**src/bct_pkg.sv**
```systemverilog
// Constants, state type and opcode decoders for the branch and bit-test core.
// Assumes a byte-wide program/data memory and a 32-bit register bus.
package bct_pkg;

  // ==========================================================
  // Opcodes
  localparam logic [7:0] OP_BR_PIN_HI = 8'h2F;
  localparam logic [7:0] OP_BR_PIN_LO = 8'h2E;
  localparam logic [7:0] OP_BR_SIGNED_LE = 8'h93;
  localparam logic [7:0] OP_BR_UNSIGNED_LT = 8'h25;
  localparam logic [7:0] OP_BR_UNSIGNED_LE = 8'h23;
  localparam logic [7:0] OP_BR_SIGNED_LT = 8'h91;
  localparam logic [7:0] OP_BR_IRQ_UNMASKED = 8'h2C;
  localparam logic [7:0] OP_BIT_IMM = 8'hA5;
  localparam logic [7:0] OP_BIT_DIR = 8'hB5;
  localparam logic [7:0] OP_BIT_EXT = 8'hC5;
  localparam logic [7:0] OP_BIT_IX2 = 8'hD5;
  localparam logic [7:0] OP_BIT_IX1 = 8'hE5;
  localparam logic [7:0] OP_BIT_IX = 8'hF5;
  localparam logic [7:0] OP_PREFIX_SP = 8'h9E;

  // ==========================================================
  // Execution times in clock cycles and the branch target base
  localparam logic [2:0] CYC_BRANCH = 3'h3;
  localparam logic [2:0] CYC_BIT_IMM = 3'h2;
  localparam logic [2:0] CYC_BIT_DIR = 3'h3;
  localparam logic [2:0] CYC_BIT_EXT = 3'h4;
  localparam logic [2:0] CYC_BIT_IX2 = 3'h4;
  localparam logic [2:0] CYC_BIT_IX1 = 3'h3;
  localparam logic [2:0] CYC_BIT_IX = 3'h2;
  localparam logic [2:0] CYC_BIT_SP2 = 3'h5;
  localparam logic [2:0] CYC_BIT_SP1 = 3'h4;
  localparam logic [15:0] BRANCH_BASE = 16'h0002;

  // ==========================================================
  // Flag register layout and reset values
  localparam int FLG_V = 7;
  localparam int FLG_H = 4;
  localparam int FLG_I = 3;
  localparam int FLG_N = 2;
  localparam int FLG_Z = 1;
  localparam int FLG_C = 0;
  localparam logic [7:0] FLAGS_FIXED = 8'h60;
  localparam logic [7:0] FLAGS_RST = 8'h68;
  localparam logic [15:0] PC_RST = 16'h0000;
  localparam logic [15:0] SP_RST = 16'h00FF;

  // ==========================================================
  // Register map (byte addresses) and bit positions
  localparam logic [7:0] REG_CTRL = 8'h00;
  localparam logic [7:0] REG_STATUS = 8'h04;
  localparam logic [7:0] REG_PC = 8'h08;
  localparam logic [7:0] REG_ACC = 8'h0C;
  localparam logic [7:0] REG_INDEX = 8'h10;
  localparam logic [7:0] REG_SP = 8'h14;
  localparam logic [7:0] REG_FLAGS = 8'h18;
  localparam logic [7:0] REG_LAST_CYC = 8'h1C;
  localparam int CTRL_STEP = 0;
  localparam int CTRL_RUN = 1;
  localparam int ST_BUSY = 0;
  localparam int ST_BADOP = 1;

  typedef enum logic [1:0] {BCT_IDLE = 2'h0, BCT_EXEC = 2'h1, BCT_DONE = 2'h3} bct_state_t;

  // Cycle count of an opcode, zero when unsupported
  function automatic logic [2:0] bct_op_cycles(input logic [7:0] op, input logic pfx);
    logic [2:0] c;
    c = 3'h0;
    if (pfx)
    begin
      if (op == OP_BIT_IX2) c = CYC_BIT_SP2;
      else if (op == OP_BIT_IX1) c = CYC_BIT_SP1;
    end
    else
    begin
      case (op)
        OP_BR_PIN_HI, OP_BR_PIN_LO, OP_BR_SIGNED_LE, OP_BR_UNSIGNED_LT,
        OP_BR_UNSIGNED_LE, OP_BR_SIGNED_LT, OP_BR_IRQ_UNMASKED: c = CYC_BRANCH;
        OP_BIT_IMM: c = CYC_BIT_IMM;
        OP_BIT_DIR: c = CYC_BIT_DIR;
        OP_BIT_EXT: c = CYC_BIT_EXT;
        OP_BIT_IX2: c = CYC_BIT_IX2;
        OP_BIT_IX1: c = CYC_BIT_IX1;
        OP_BIT_IX: c = CYC_BIT_IX;
        default: c = 3'h0;
      endcase
    end
    return c;
  endfunction

  // Instruction length in bytes, prefix included
  function automatic logic [15:0] bct_op_len(input logic [7:0] op, input logic pfx);
    logic [15:0] n;
    n = 16'h0002;
    if (op == OP_BIT_EXT || op == OP_BIT_IX2) n = 16'h0003;
    else if (op == OP_BIT_IX) n = 16'h0001;
    if (pfx) n = n + 16'h0001;
    return n;
  endfunction

endpackage

```
**src/bct_eval_if.sv**
```systemverilog
// Interface between the execution core and its condition evaluator.
// Assumes both ends run in the same clock domain.
`timescale 1ns/1ps
interface bct_eval_if;
  logic [7:0] opcode;
  logic prefixed;
  logic [7:0] flags;
  logic [7:0] acc;
  logic [7:0] operand;
  logic pin;
  logic is_branch;
  logic taken;
  logic [7:0] flags_bit;
  modport core (output opcode, prefixed, flags, acc, operand, pin,
                input is_branch, taken, flags_bit);
  modport eval (input opcode, prefixed, flags, acc, operand, pin,
                output is_branch, taken, flags_bit);
endinterface

```
**src/bct_core.sv**
```systemverilog
// Execution core for conditional branches and the bit-test instruction.
// Assumes a memory whose read data follows mem_addr in the same cycle,
// an Avalon-MM master on the register port, and a synchronous pin input.
//
// Behaviour
// - Pin-high branch taken when pin high, three cycles
// - Pin-low branch taken when pin low, three cycles
// - Target is opcode address plus two plus offset
// - Bit test ANDs, writes back nothing
// - Immediate, direct, extended bit test cycle counts
// - Indexed bit test forms and cycle counts
// - Stack-relative bit test uses prefix byte
// - Signed less-or-equal: Z or N xor V
// - Unsigned lower: carry set
// - Unsigned lower-or-same: carry or zero
// - Signed less-than: N xor V
// - Unmasked branch: interrupt mask clear
`timescale 1ns/1ps
module bct_core
  import bct_pkg::*;
(
  // Clock and reset
  input wire logic mclk,
  input wire logic rst,
  // Register bus
  input wire logic [7:0] avs_address,
  input wire logic avs_read,
  input wire logic avs_write,
  input wire logic [31:0] avs_writedata,
  input wire logic [3:0] avs_byteenable,
  output logic [31:0] avs_readdata,
  output logic avs_waitrequest,
  // Program and data memory
  output logic [15:0] mem_addr,
  output logic mem_rd,
  input wire logic [7:0] mem_rdata,
  // External interrupt pin level and retire pulse
  input wire logic ext_int_pin,
  output logic instr_done
);

  bct_state_t state;
  logic [2:0] cyc;
  logic [2:0] stage;
  logic prefixed;
  logic [7:0] op;
  logic [7:0] hi;
  logic [7:0] rel;
  logic [15:0] pc;
  logic [7:0] acc;
  logic [15:0] hx;
  logic [15:0] sp;
  logic [7:0] flags;
  logic [2:0] last_cyc;
  logic run;
  logic step;
  logic badop;
  logic first_byte;
  logic retire;
  logic bad_first;
  logic [15:0] base;
  logic [15:0] br_target;
  logic [15:0] pc_plus2;
  logic [7:0] and_res;
  logic bus_wr;
  bct_eval_if ev ();

  bct_eval u_eval (
    .e(ev)
  );

  // ==========================================================
  // Decode of the current cycle
  assign stage = cyc - {2'h0, prefixed};
  assign first_byte = (state == BCT_EXEC) &&
                      ((cyc == 3'h0 && mem_rdata != OP_PREFIX_SP) || (cyc == 3'h1 && prefixed));
  assign bad_first = first_byte && bct_op_cycles(mem_rdata, prefixed) == 3'h0;
  assign retire = (state == BCT_EXEC) && !first_byte && cyc != 3'h0 &&
                  cyc == bct_op_cycles(op, prefixed) - 3'h1;
  assign base = prefixed ? sp : hx;
  assign pc_plus2 = pc + BRANCH_BASE;
  assign br_target = pc_plus2 + {{8{rel[7]}}, rel};
  assign and_res = acc & mem_rdata;
  assign bus_wr = avs_write && !avs_waitrequest;

  // Evaluator inputs
  assign ev.opcode = op;
  assign ev.prefixed = prefixed;
  assign ev.flags = flags;
  assign ev.acc = acc;
  assign ev.operand = mem_rdata;
  assign ev.pin = ext_int_pin;

  // ==========================================================
  // Sequencer: one memory byte per cycle except a branch's last cycle, retire on the last cycle
  always_ff @(posedge mclk)
  begin
    if (rst)
    begin
      state <= BCT_IDLE;
      cyc <= 3'h0;
      prefixed <= 1'b0;
      op <= 8'h00;
      hi <= 8'h00;
      rel <= 8'h00;
      mem_addr <= 16'h0000;
      mem_rd <= 1'b0;
      instr_done <= 1'b0;
      last_cyc <= 3'h0;
    end
    else
    begin
      instr_done <= 1'b0;
      case (state)
        BCT_IDLE, BCT_DONE:
        begin
          if ((step || run) && !badop)
          begin
            state <= BCT_EXEC;
            cyc <= 3'h0;
            prefixed <= 1'b0;
            mem_addr <= pc;
            mem_rd <= 1'b1;
          end
          else
            state <= BCT_IDLE;
        end
        BCT_EXEC:
        begin
          cyc <= cyc + 3'h1;
          if (bad_first || retire)
          begin
            state <= BCT_DONE;
            mem_rd <= 1'b0;
            instr_done <= 1'b1;
            last_cyc <= cyc + 3'h1;
          end
          else if (cyc == 3'h0 && mem_rdata == OP_PREFIX_SP)
          begin
            prefixed <= 1'b1;
            mem_addr <= pc + 16'h0001;
          end
          else if (first_byte)
          begin
            op <= mem_rdata;
            if (!prefixed && mem_rdata == OP_BIT_IX)
              mem_addr <= hx;
            else
              mem_addr <= pc + {13'h0000, cyc} + 16'h0001;
          end
          else if (ev.is_branch)
          begin
            rel <= mem_rdata;
            mem_rd <= 1'b0;
          end
          else if (op == OP_BIT_DIR)
            mem_addr <= {8'h00, mem_rdata};
          else if (op == OP_BIT_IX1)
            mem_addr <= base + {8'h00, mem_rdata};
          else if (stage == 3'h1)
          begin
            hi <= mem_rdata;
            mem_addr <= pc + {13'h0000, cyc} + 16'h0001;
          end
          else if (op == OP_BIT_EXT)
            mem_addr <= {hi, mem_rdata};
          else
            mem_addr <= base + {hi, mem_rdata};
        end
        default:
          state <= BCT_IDLE;
      endcase
    end
  end

  // ==========================================================
  // Architectural registers: engine updates, bus writes while idle
  always_ff @(posedge mclk)
  begin
    if (rst)
    begin
      pc <= PC_RST;
      acc <= 8'h00;
      hx <= 16'h0000;
      sp <= SP_RST;
      flags <= FLAGS_RST;
    end
    else if (retire)
    begin
      if (ev.is_branch)
        pc <= ev.taken ? br_target : pc_plus2;
      else
      begin
        pc <= pc + bct_op_len(op, prefixed);
        flags <= ev.flags_bit | FLAGS_FIXED;
      end
    end
    else if (bus_wr && state == BCT_IDLE)
    begin
      if (avs_address == REG_PC)
      begin
        if (avs_byteenable[0]) pc[7:0] <= avs_writedata[7:0];
        if (avs_byteenable[1]) pc[15:8] <= avs_writedata[15:8];
      end
      else if (avs_address == REG_ACC && avs_byteenable[0])
        acc <= avs_writedata[7:0];
      else if (avs_address == REG_INDEX)
      begin
        if (avs_byteenable[0]) hx[7:0] <= avs_writedata[7:0];
        if (avs_byteenable[1]) hx[15:8] <= avs_writedata[15:8];
      end
      else if (avs_address == REG_SP)
      begin
        if (avs_byteenable[0]) sp[7:0] <= avs_writedata[7:0];
        if (avs_byteenable[1]) sp[15:8] <= avs_writedata[15:8];
      end
      else if (avs_address == REG_FLAGS && avs_byteenable[0])
        flags <= avs_writedata[7:0] | FLAGS_FIXED;
    end
  end

  // ==========================================================
  // Control and sticky fault; the fault set wins over a clear
  always_ff @(posedge mclk)
  begin
    if (rst)
    begin
      run <= 1'b0;
      step <= 1'b0;
      badop <= 1'b0;
    end
    else
    begin
      step <= 1'b0;
      if (bus_wr && avs_address == REG_CTRL && avs_byteenable[0])
      begin
        step <= avs_writedata[CTRL_STEP];
        run <= avs_writedata[CTRL_RUN];
      end
      if (bus_wr && avs_address == REG_STATUS && avs_byteenable[0] &&
          avs_writedata[ST_BADOP])
        badop <= 1'b0;
      if (bad_first)
      begin
        badop <= 1'b1;
        run <= 1'b0;
      end
    end
  end

  // ==========================================================
  // Bus slave: one wait cycle, then accept with data
  always_ff @(posedge mclk)
  begin
    if (rst)
    begin
      avs_waitrequest <= 1'b1;
      avs_readdata <= 32'h0000_0000;
    end
    else if ((avs_read || avs_write) && avs_waitrequest)
    begin
      avs_waitrequest <= 1'b0;
      if (avs_address == REG_CTRL)
        avs_readdata <= {30'h0000_0000, run, 1'b0};
      else if (avs_address == REG_STATUS)
        avs_readdata <= {30'h0000_0000, badop, state != BCT_IDLE};
      else if (avs_address == REG_PC)
        avs_readdata <= {16'h0000, pc};
      else if (avs_address == REG_ACC)
        avs_readdata <= {24'h00_0000, acc};
      else if (avs_address == REG_INDEX)
        avs_readdata <= {16'h0000, hx};
      else if (avs_address == REG_SP)
        avs_readdata <= {16'h0000, sp};
      else if (avs_address == REG_FLAGS)
        avs_readdata <= {24'h00_0000, flags};
      else if (avs_address == REG_LAST_CYC)
        avs_readdata <= {29'h0000_0000, last_cyc};
      else
        avs_readdata <= 32'h0000_0000;
    end
    else
      avs_waitrequest <= 1'b1;
  end

  // ==========================================================
  // Checks
  property p_pin_hi;
    @(posedge mclk) disable iff (rst)
    (retire && !prefixed && op == OP_BR_PIN_HI) |-> cyc == 3'h2 ##1
      pc == ($past(ext_int_pin) ? $past(br_target) : $past(pc_plus2));
  endproperty
  a_pin_hi: assert property (p_pin_hi) else $error("pin-high branch wrong");
  property p_pin_lo;
    @(posedge mclk) disable iff (rst)
    (retire && !prefixed && op == OP_BR_PIN_LO) |-> cyc == 3'h2 ##1
      pc == ($past(ext_int_pin) ? $past(pc_plus2) : $past(br_target));
  endproperty
  a_pin_lo: assert property (p_pin_lo) else $error("pin-low branch wrong");
  property p_target;
    @(posedge mclk) disable iff (rst)
    (retire && ev.is_branch && ev.taken) |=> pc == $past(br_target) && flags == $past(flags);
  endproperty
  a_target: assert property (p_target) else $error("branch target wrong");
  property p_no_write;
    @(posedge mclk) disable iff (rst)
    (retire && !ev.is_branch) |=> acc == $past(acc) && !mem_rd;
  endproperty
  a_no_write: assert property (p_no_write) else $error("bit test altered data");
  property p_bit_flags;
    @(posedge mclk) disable iff (rst)
    (retire && !ev.is_branch) |=> !flags[FLG_V] && flags[FLG_N] == $past(and_res[7])
      && flags[FLG_Z] == ($past(and_res) == 8'h00) && flags[FLG_H] == $past(flags[FLG_H])
      && flags[FLG_C] == $past(flags[FLG_C]) && flags[FLG_I] == $past(flags[FLG_I]);
  endproperty
  a_bit_flags: assert property (p_bit_flags) else $error("bit test flags wrong");
  property p_ext_cyc;
    @(posedge mclk) disable iff (rst)
    (retire && !prefixed && op == OP_BIT_EXT) |-> cyc == 3'h3 && mem_addr == {$past(hi), $past(mem_rdata)};
  endproperty
  a_ext_cyc: assert property (p_ext_cyc) else $error("extended bit test timing");
  property p_ix2_cyc;
    @(posedge mclk) disable iff (rst)
    (retire && !prefixed && op == OP_BIT_IX2) |-> cyc == 3'h3;
  endproperty
  a_ix2_cyc: assert property (p_ix2_cyc) else $error("indexed bit test timing");
  property p_sp2_cyc;
    @(posedge mclk) disable iff (rst)
    (retire && prefixed && op == OP_BIT_IX2) |-> cyc == 3'h4 && $past(mem_addr, 4) == pc;
  endproperty
  a_sp2_cyc: assert property (p_sp2_cyc) else $error("stack bit test timing");
  property p_sle;
    @(posedge mclk) disable iff (rst)
    (retire && !prefixed && op == OP_BR_SIGNED_LE)
      |-> ev.taken == (flags[FLG_Z] || flags[FLG_N] != flags[FLG_V]);
  endproperty
  a_sle: assert property (p_sle) else $error("signed le condition wrong");
  property p_ult;
    @(posedge mclk) disable iff (rst)
    (retire && !prefixed && op == OP_BR_UNSIGNED_LT) |=> pc == ($past(flags[FLG_C]) ? $past(br_target) : $past(pc_plus2));
  endproperty
  a_ult: assert property (p_ult) else $error("unsigned lower branch wrong");
  property p_ule;
    @(posedge mclk) disable iff (rst)
    (retire && !prefixed && op == OP_BR_UNSIGNED_LE) |-> ev.taken == (flags[FLG_C] | flags[FLG_Z]);
  endproperty
  a_ule: assert property (p_ule) else $error("unsigned le condition wrong");
  property p_slt;
    @(posedge mclk) disable iff (rst)
    (retire && !prefixed && op == OP_BR_SIGNED_LT) |-> ev.taken == (flags[FLG_N] ^ flags[FLG_V]);
  endproperty
  a_slt: assert property (p_slt) else $error("signed lt condition wrong");
  property p_unmasked;
    @(posedge mclk) disable iff (rst)
    (retire && !prefixed && op == OP_BR_IRQ_UNMASKED) |-> ev.taken == !flags[FLG_I];
  endproperty
  a_unmasked: assert property (p_unmasked) else $error("unmasked branch wrong");
  property p_untaken;
    @(posedge mclk) disable iff (rst)
    (retire && ev.is_branch && !ev.taken) |-> cyc == 3'h2 ##1 pc == $past(pc_plus2);
  endproperty
  a_untaken: assert property (p_untaken) else $error("untaken branch wrong");

endmodule

```
**src/bct_eval.sv**
```systemverilog
// Branch condition evaluator and bit-test flag generator.
// Assumes the core samples taken and flags_bit only on the retire cycle, and is_branch from the cycle after the opcode.
`timescale 1ns/1ps
module bct_eval
  import bct_pkg::*;
(
  // Core side
  bct_eval_if.eval e
);

  // ==========================================================
  // Branch conditions
  always_comb
  begin
    e.is_branch = !e.prefixed;
    e.taken = 1'b0;
    case (e.opcode)
      OP_BR_PIN_HI: e.taken = e.pin;
      OP_BR_PIN_LO: e.taken = !e.pin;
      OP_BR_SIGNED_LE: e.taken = e.flags[FLG_Z] | (e.flags[FLG_N] ^ e.flags[FLG_V]);
      OP_BR_UNSIGNED_LT: e.taken = e.flags[FLG_C];
      OP_BR_UNSIGNED_LE: e.taken = e.flags[FLG_C] | e.flags[FLG_Z];
      OP_BR_SIGNED_LT: e.taken = e.flags[FLG_N] ^ e.flags[FLG_V];
      OP_BR_IRQ_UNMASKED: e.taken = !e.flags[FLG_I];
      default: e.is_branch = 1'b0;
    endcase
  end

  // ==========================================================
  // Bit test: AND feeds flags only, H, I and C kept
  always_comb
  begin
    e.flags_bit = e.flags;
    e.flags_bit[FLG_V] = 1'b0;
    e.flags_bit[FLG_N] = e.acc[7] & e.operand[7];
    e.flags_bit[FLG_Z] = (e.acc & e.operand) == 8'h00;
  end

endmodule

```
**config.mk**
```make
export PLATFORM = sky130hd
export DESIGN_NAME = bct_core
export DESIGN_NICKNAME = d
export VERILOG_FILES = /design/src/bct_pkg.sv /design/src/bct_eval_if.sv /design/src/bct_core.sv /design/src/bct_eval.sv
export SDC_FILE = /design/constraint.sdc
export NUM_CORES = 1
export LEC_CHECK = 0
export BUFFER_PORTS_ARGS = -buffer_cell sky130_fd_sc_hd__buf_4
export CAP_MARGIN = 40
export CORE_MARGIN = 5
export CORE_UTILIZATION = 28
export CTS_CLUSTER_DIAMETER = 50
export CTS_CLUSTER_SIZE = 8
export DETAILED_ROUTE_END_ITERATION = 8
export PLACE_DENSITY = 0.54
export SLEW_MARGIN = 40
export SYNTH_ARGS = -nofsm -noshare
export SYNTH_HDL_FRONTEND = slang
export SYNTH_SLANG_ARGS = --single-unit
```
**constraint.sdc**
```tcl
create_clock -name mclk -period 4.2 [get_ports mclk]
set_clock_uncertainty 0.15 [all_clocks]
set_input_delay 0.21 -clock mclk [delete_from_list [all_inputs] [get_ports mclk]]
set_output_delay 0.21 -clock mclk [all_outputs]
set_load 0.02 [all_outputs]
```
==> impl_metrics.tcl <==
set metrics [dict create \
    p_leak_nw 5.23 \
    synth_top_area_frac 0.246 \
    hold_viol_final 0 \
    worstPathCellList "nor4bb_1 > buf_4 > nand3_1 > nor2_1 > xnor2_1 > ha_1 > a21o_1 > a21o_1 > nand2b_1 > or3_1 > or4_1 > a31oi_1 > a41o_1" \
    clock-root-buffer "clkbuf_16" \
    cts.sinks 133 \
    vias 11532 \
    path_clk_slew_ns 0.07 \
    ys.flop_type "dfxtp_1" \
    final_cells 2040 \
    finalPower_mw 3.00 \
    crit_type "flip-flop to flip-flop" \
    place_area_um2 12000 \
    worstSetupStartpointType "flip-flop" \
    drt-vias-per-instance 5.65 \
    hold_path.class "primary input to flip-flop" \
    critPathCaptureType "flip-flop" \
    setup-tns-final_ns 0 \
    coreArea_um2 38500 \
    fmax_ghz 0.255 \
    h-tree-depth 4 \
    grt_pass1_wl_mm 69.1 \
    wl_per_cell_um 22.5 \
    layout-drive-gt1-share 0.137 \
    synth_cell_type_count 80 \
    placedCellCount 1989 \
    initial_core_util 0.281 \
    status "finished clean" \
    crit_family "simple AND/OR/NAND/NOR gates" \
    io_pins 108 \
    synth.cell_area_um2 10800 \
    setup_violations 0 \
    slowest_delay_ns 0.46 \
    overflow 0 \
    firstDrtPassIters 7 \
    vdd_drop_max_mv 0.262 \
    track_usage 0.211 \
    synth_area_leaders "dfxtp_1 (25%), mux2i_1 (6.9%), nand2_1 (5.5%)" \
    area_delta_synth_final_pct 18.4 \
    ys.warnings.count 0 \
    io_buffers 73 \
    max_cap_violations 0 \
    rsz0062_at_grt "true" \
    worst_pin_slew_ns 0.821 \
    grt_pass1_vias 11075 \
    path_max_fanout 9 \
    antenna_found_initial 3 \
    min_period_over_period 0.932 \
    finalMaxSlewViolations 0 \
    drt_iter0_markers 1308 \
    die_h_um 207 \
    syn_avg_cell_area_um2 7.55 \
    cp.arrival_ns 4.17 \
    grt_max_degree 68 \
    seq_area_frac_synth 0.246 \
    die_x_um 207 \
    clockBufferDepth 2 \
    nets 1618 \
    tritoncts.num_buffers 17 \
    fp-row-count 72 \
    synth_edf_count 0 \
    drt_wl_total_mm 45.8 \
    synthMostInstantiatedCell "nand2_1" \
    die-area_um2 42700 \
    path_buf_inv 1 \
    ys_ff_latch 133 \
    finalHoldWorstSlack_ns 0.0250 \
    synthArstFlopShare 0 \
    dpl.hpwl_mm 34.6 \
    max_slew_margin 0.453 \
    post-route-min-period_ns 3.91 \
    clk_latency_ns 0.45 \
    fillers 4143 \
    fin_area_um2 12800 \
    gp_congestion 0.952 \
    cp_slowest_cell "dfxtp_1" \
    synth_cells 1433 \
    antenna_left 0 \
    r2r_slack_ns 0.29 \
    post-synth-top-area-cell "dfxtp_1" \
    crit_required_ns 4.45 \
    path_common_cell "a21o_1" \
    power_per_cell_area_nw_per_um2 234 \
    synth_commonest_cells "nand2_1 (159), nor2_1 (152), dfxtp_1 (133), a21oi_1 (106), o21ai_0 (85)" \
    n_antenna_cell 0 \
    drc_errors 0 \
    cts_tree "built" \
]
layer usage:
layer,share of wire,global-route usage
met1,0.42,0.278
met3,0.092,0.0492
met5,0.00081,0
met2,0.44,0.334
met4,0.041,0.0877
kinds of logic after synthesis:
group           synth area share
flops                      0.246
compound gates             0.237
fa+ha+maj                 0.0617
mux                       0.0912
buf+inv                   0.0593
other cells             0.000346
xor+xnor                  0.0566
simple gates               0.248
layout make-up:
class | count | area [µm²] | area share
clock inverters | 10 | 72.6 | 0.00566
multi-input cells | 1171 | 7590 | 0.592
flip-flops and latches | 133 | 2660 | 0.208
repair buffers | 156 | 1240 | 0.0971
clock buffers | 21 | 480 | 0.0375
well taps | 518 | 648 | 0.0506
inverters | 31 | 116 | 0.00908
power by group:
| part | switching (mW) | total [mW] | internal, mW | leakage (nW) |
|---|---|---|---|---|
| combinational | 0.161 | 0.244 | 0.0831 | 3.88 |
| sequential | 0.00547 | 1.28 | 1.27 | 1.07 |
| clock | 0.661 | 1.48 | 0.816 | 0.268 |
sequential cells by signal, indices dropped and copies added, names as in the netlist, 2 cells and up:
signal and cells:
acc 8, ev.opcode 8, pc 16, state 2
cyc 3, last_cyc 3, hi 8, rel 8
ev.flags 6, hx 16, avs_readdata 16, mem_addr 16
sp 16
worst reg2reg max path, cell delays in order, from the launching register on:
cell and delay, ns:
dfxtp_1 0.46, nor4bb_1 0.35, buf_4 0.20, nand3_1 0.30, nor2_1 0.23, xnor2_1 0.17
ha_1 0.22, a21o_1 0.16, a21o_1 0.18, nand2b_1 0.21, or3_1 0.42, or4_1 0.40
a31oi_1 0.28, a41o_1 0.14
per-stage QoR:
stage	utilization	setup WS, ns
after global routing	0.333	-0.0291
after global placement	0.313	0.302
after CTS	0.332	0.239
final	0.333	0.285
after floorplan	-	0.132
after detailed placement	0.313	0.276
what timing repair did:
item,CTS,global route
hold buffers,19,0
endpoints found under the setup margin,0,14
gates resized for setup,0,3
endpoints found under the hold margin,55,0
setup buffers,0,1
final timing paths:
path	cells past startpoint	startpoint	endpoint
hold / removal	3	mem_rdata[2]	ev.opcode[2]$_SDFFE_PP0P_
setup reg to reg	13	ev.opcode[2]$_SDFFE_PP0P_	pc[15]$_SDFFE_PP0P_
hold reg to reg	2	mem_addr[4]$_SDFFE_PP0P_	mem_addr[4]$_SDFFE_PP0P_
setup / recovery	13	ev.opcode[2]$_SDFFE_PP0P_	pc[15]$_SDFFE_PP0P_
cells in the final DEF (no fill, tap or decap), drive strengths merged, types with 6 or more instances in the layout:
master / Yosys / final
or3: 15 / 15
mux2i: 75 / 75
xnor2: 41 / 41
nand2: 159 / 159
a22o: 9 / 9
nor2: 152 / 152
nand2b: 17 / 17
inv: 31 / 33
and3b: 6 / 6
ha: 47 / 47
or2: 6 / 6
a22oi: 14 / 14
a21oi: 106 / 106
dfxtp: 133 / 133
nand4: 25 / 25
nor2b: 17 / 17
clkbuf: 67 / 21
xor2: 29 / 29
dlygate4sd3: 0 / 19
nand4b: 9 / 9
a211oi: 15 / 15
o211ai: 13 / 13
mux2: 15 / 15
nand3: 50 / 50
a21o: 19 / 19
conb: 1 / 16
nor3: 34 / 34
buf: 46 / 137
o21ai: 87 / 87
o31ai: 7 / 7
nor3b: 9 / 9
o221ai: 10 / 10
a2111oi: 6 / 6
and2: 13 / 13
and3: 17 / 17
a31oi: 22 / 22
a221oi: 18 / 18
o21a: 9 / 9
(Power assumes the default switching activity.)
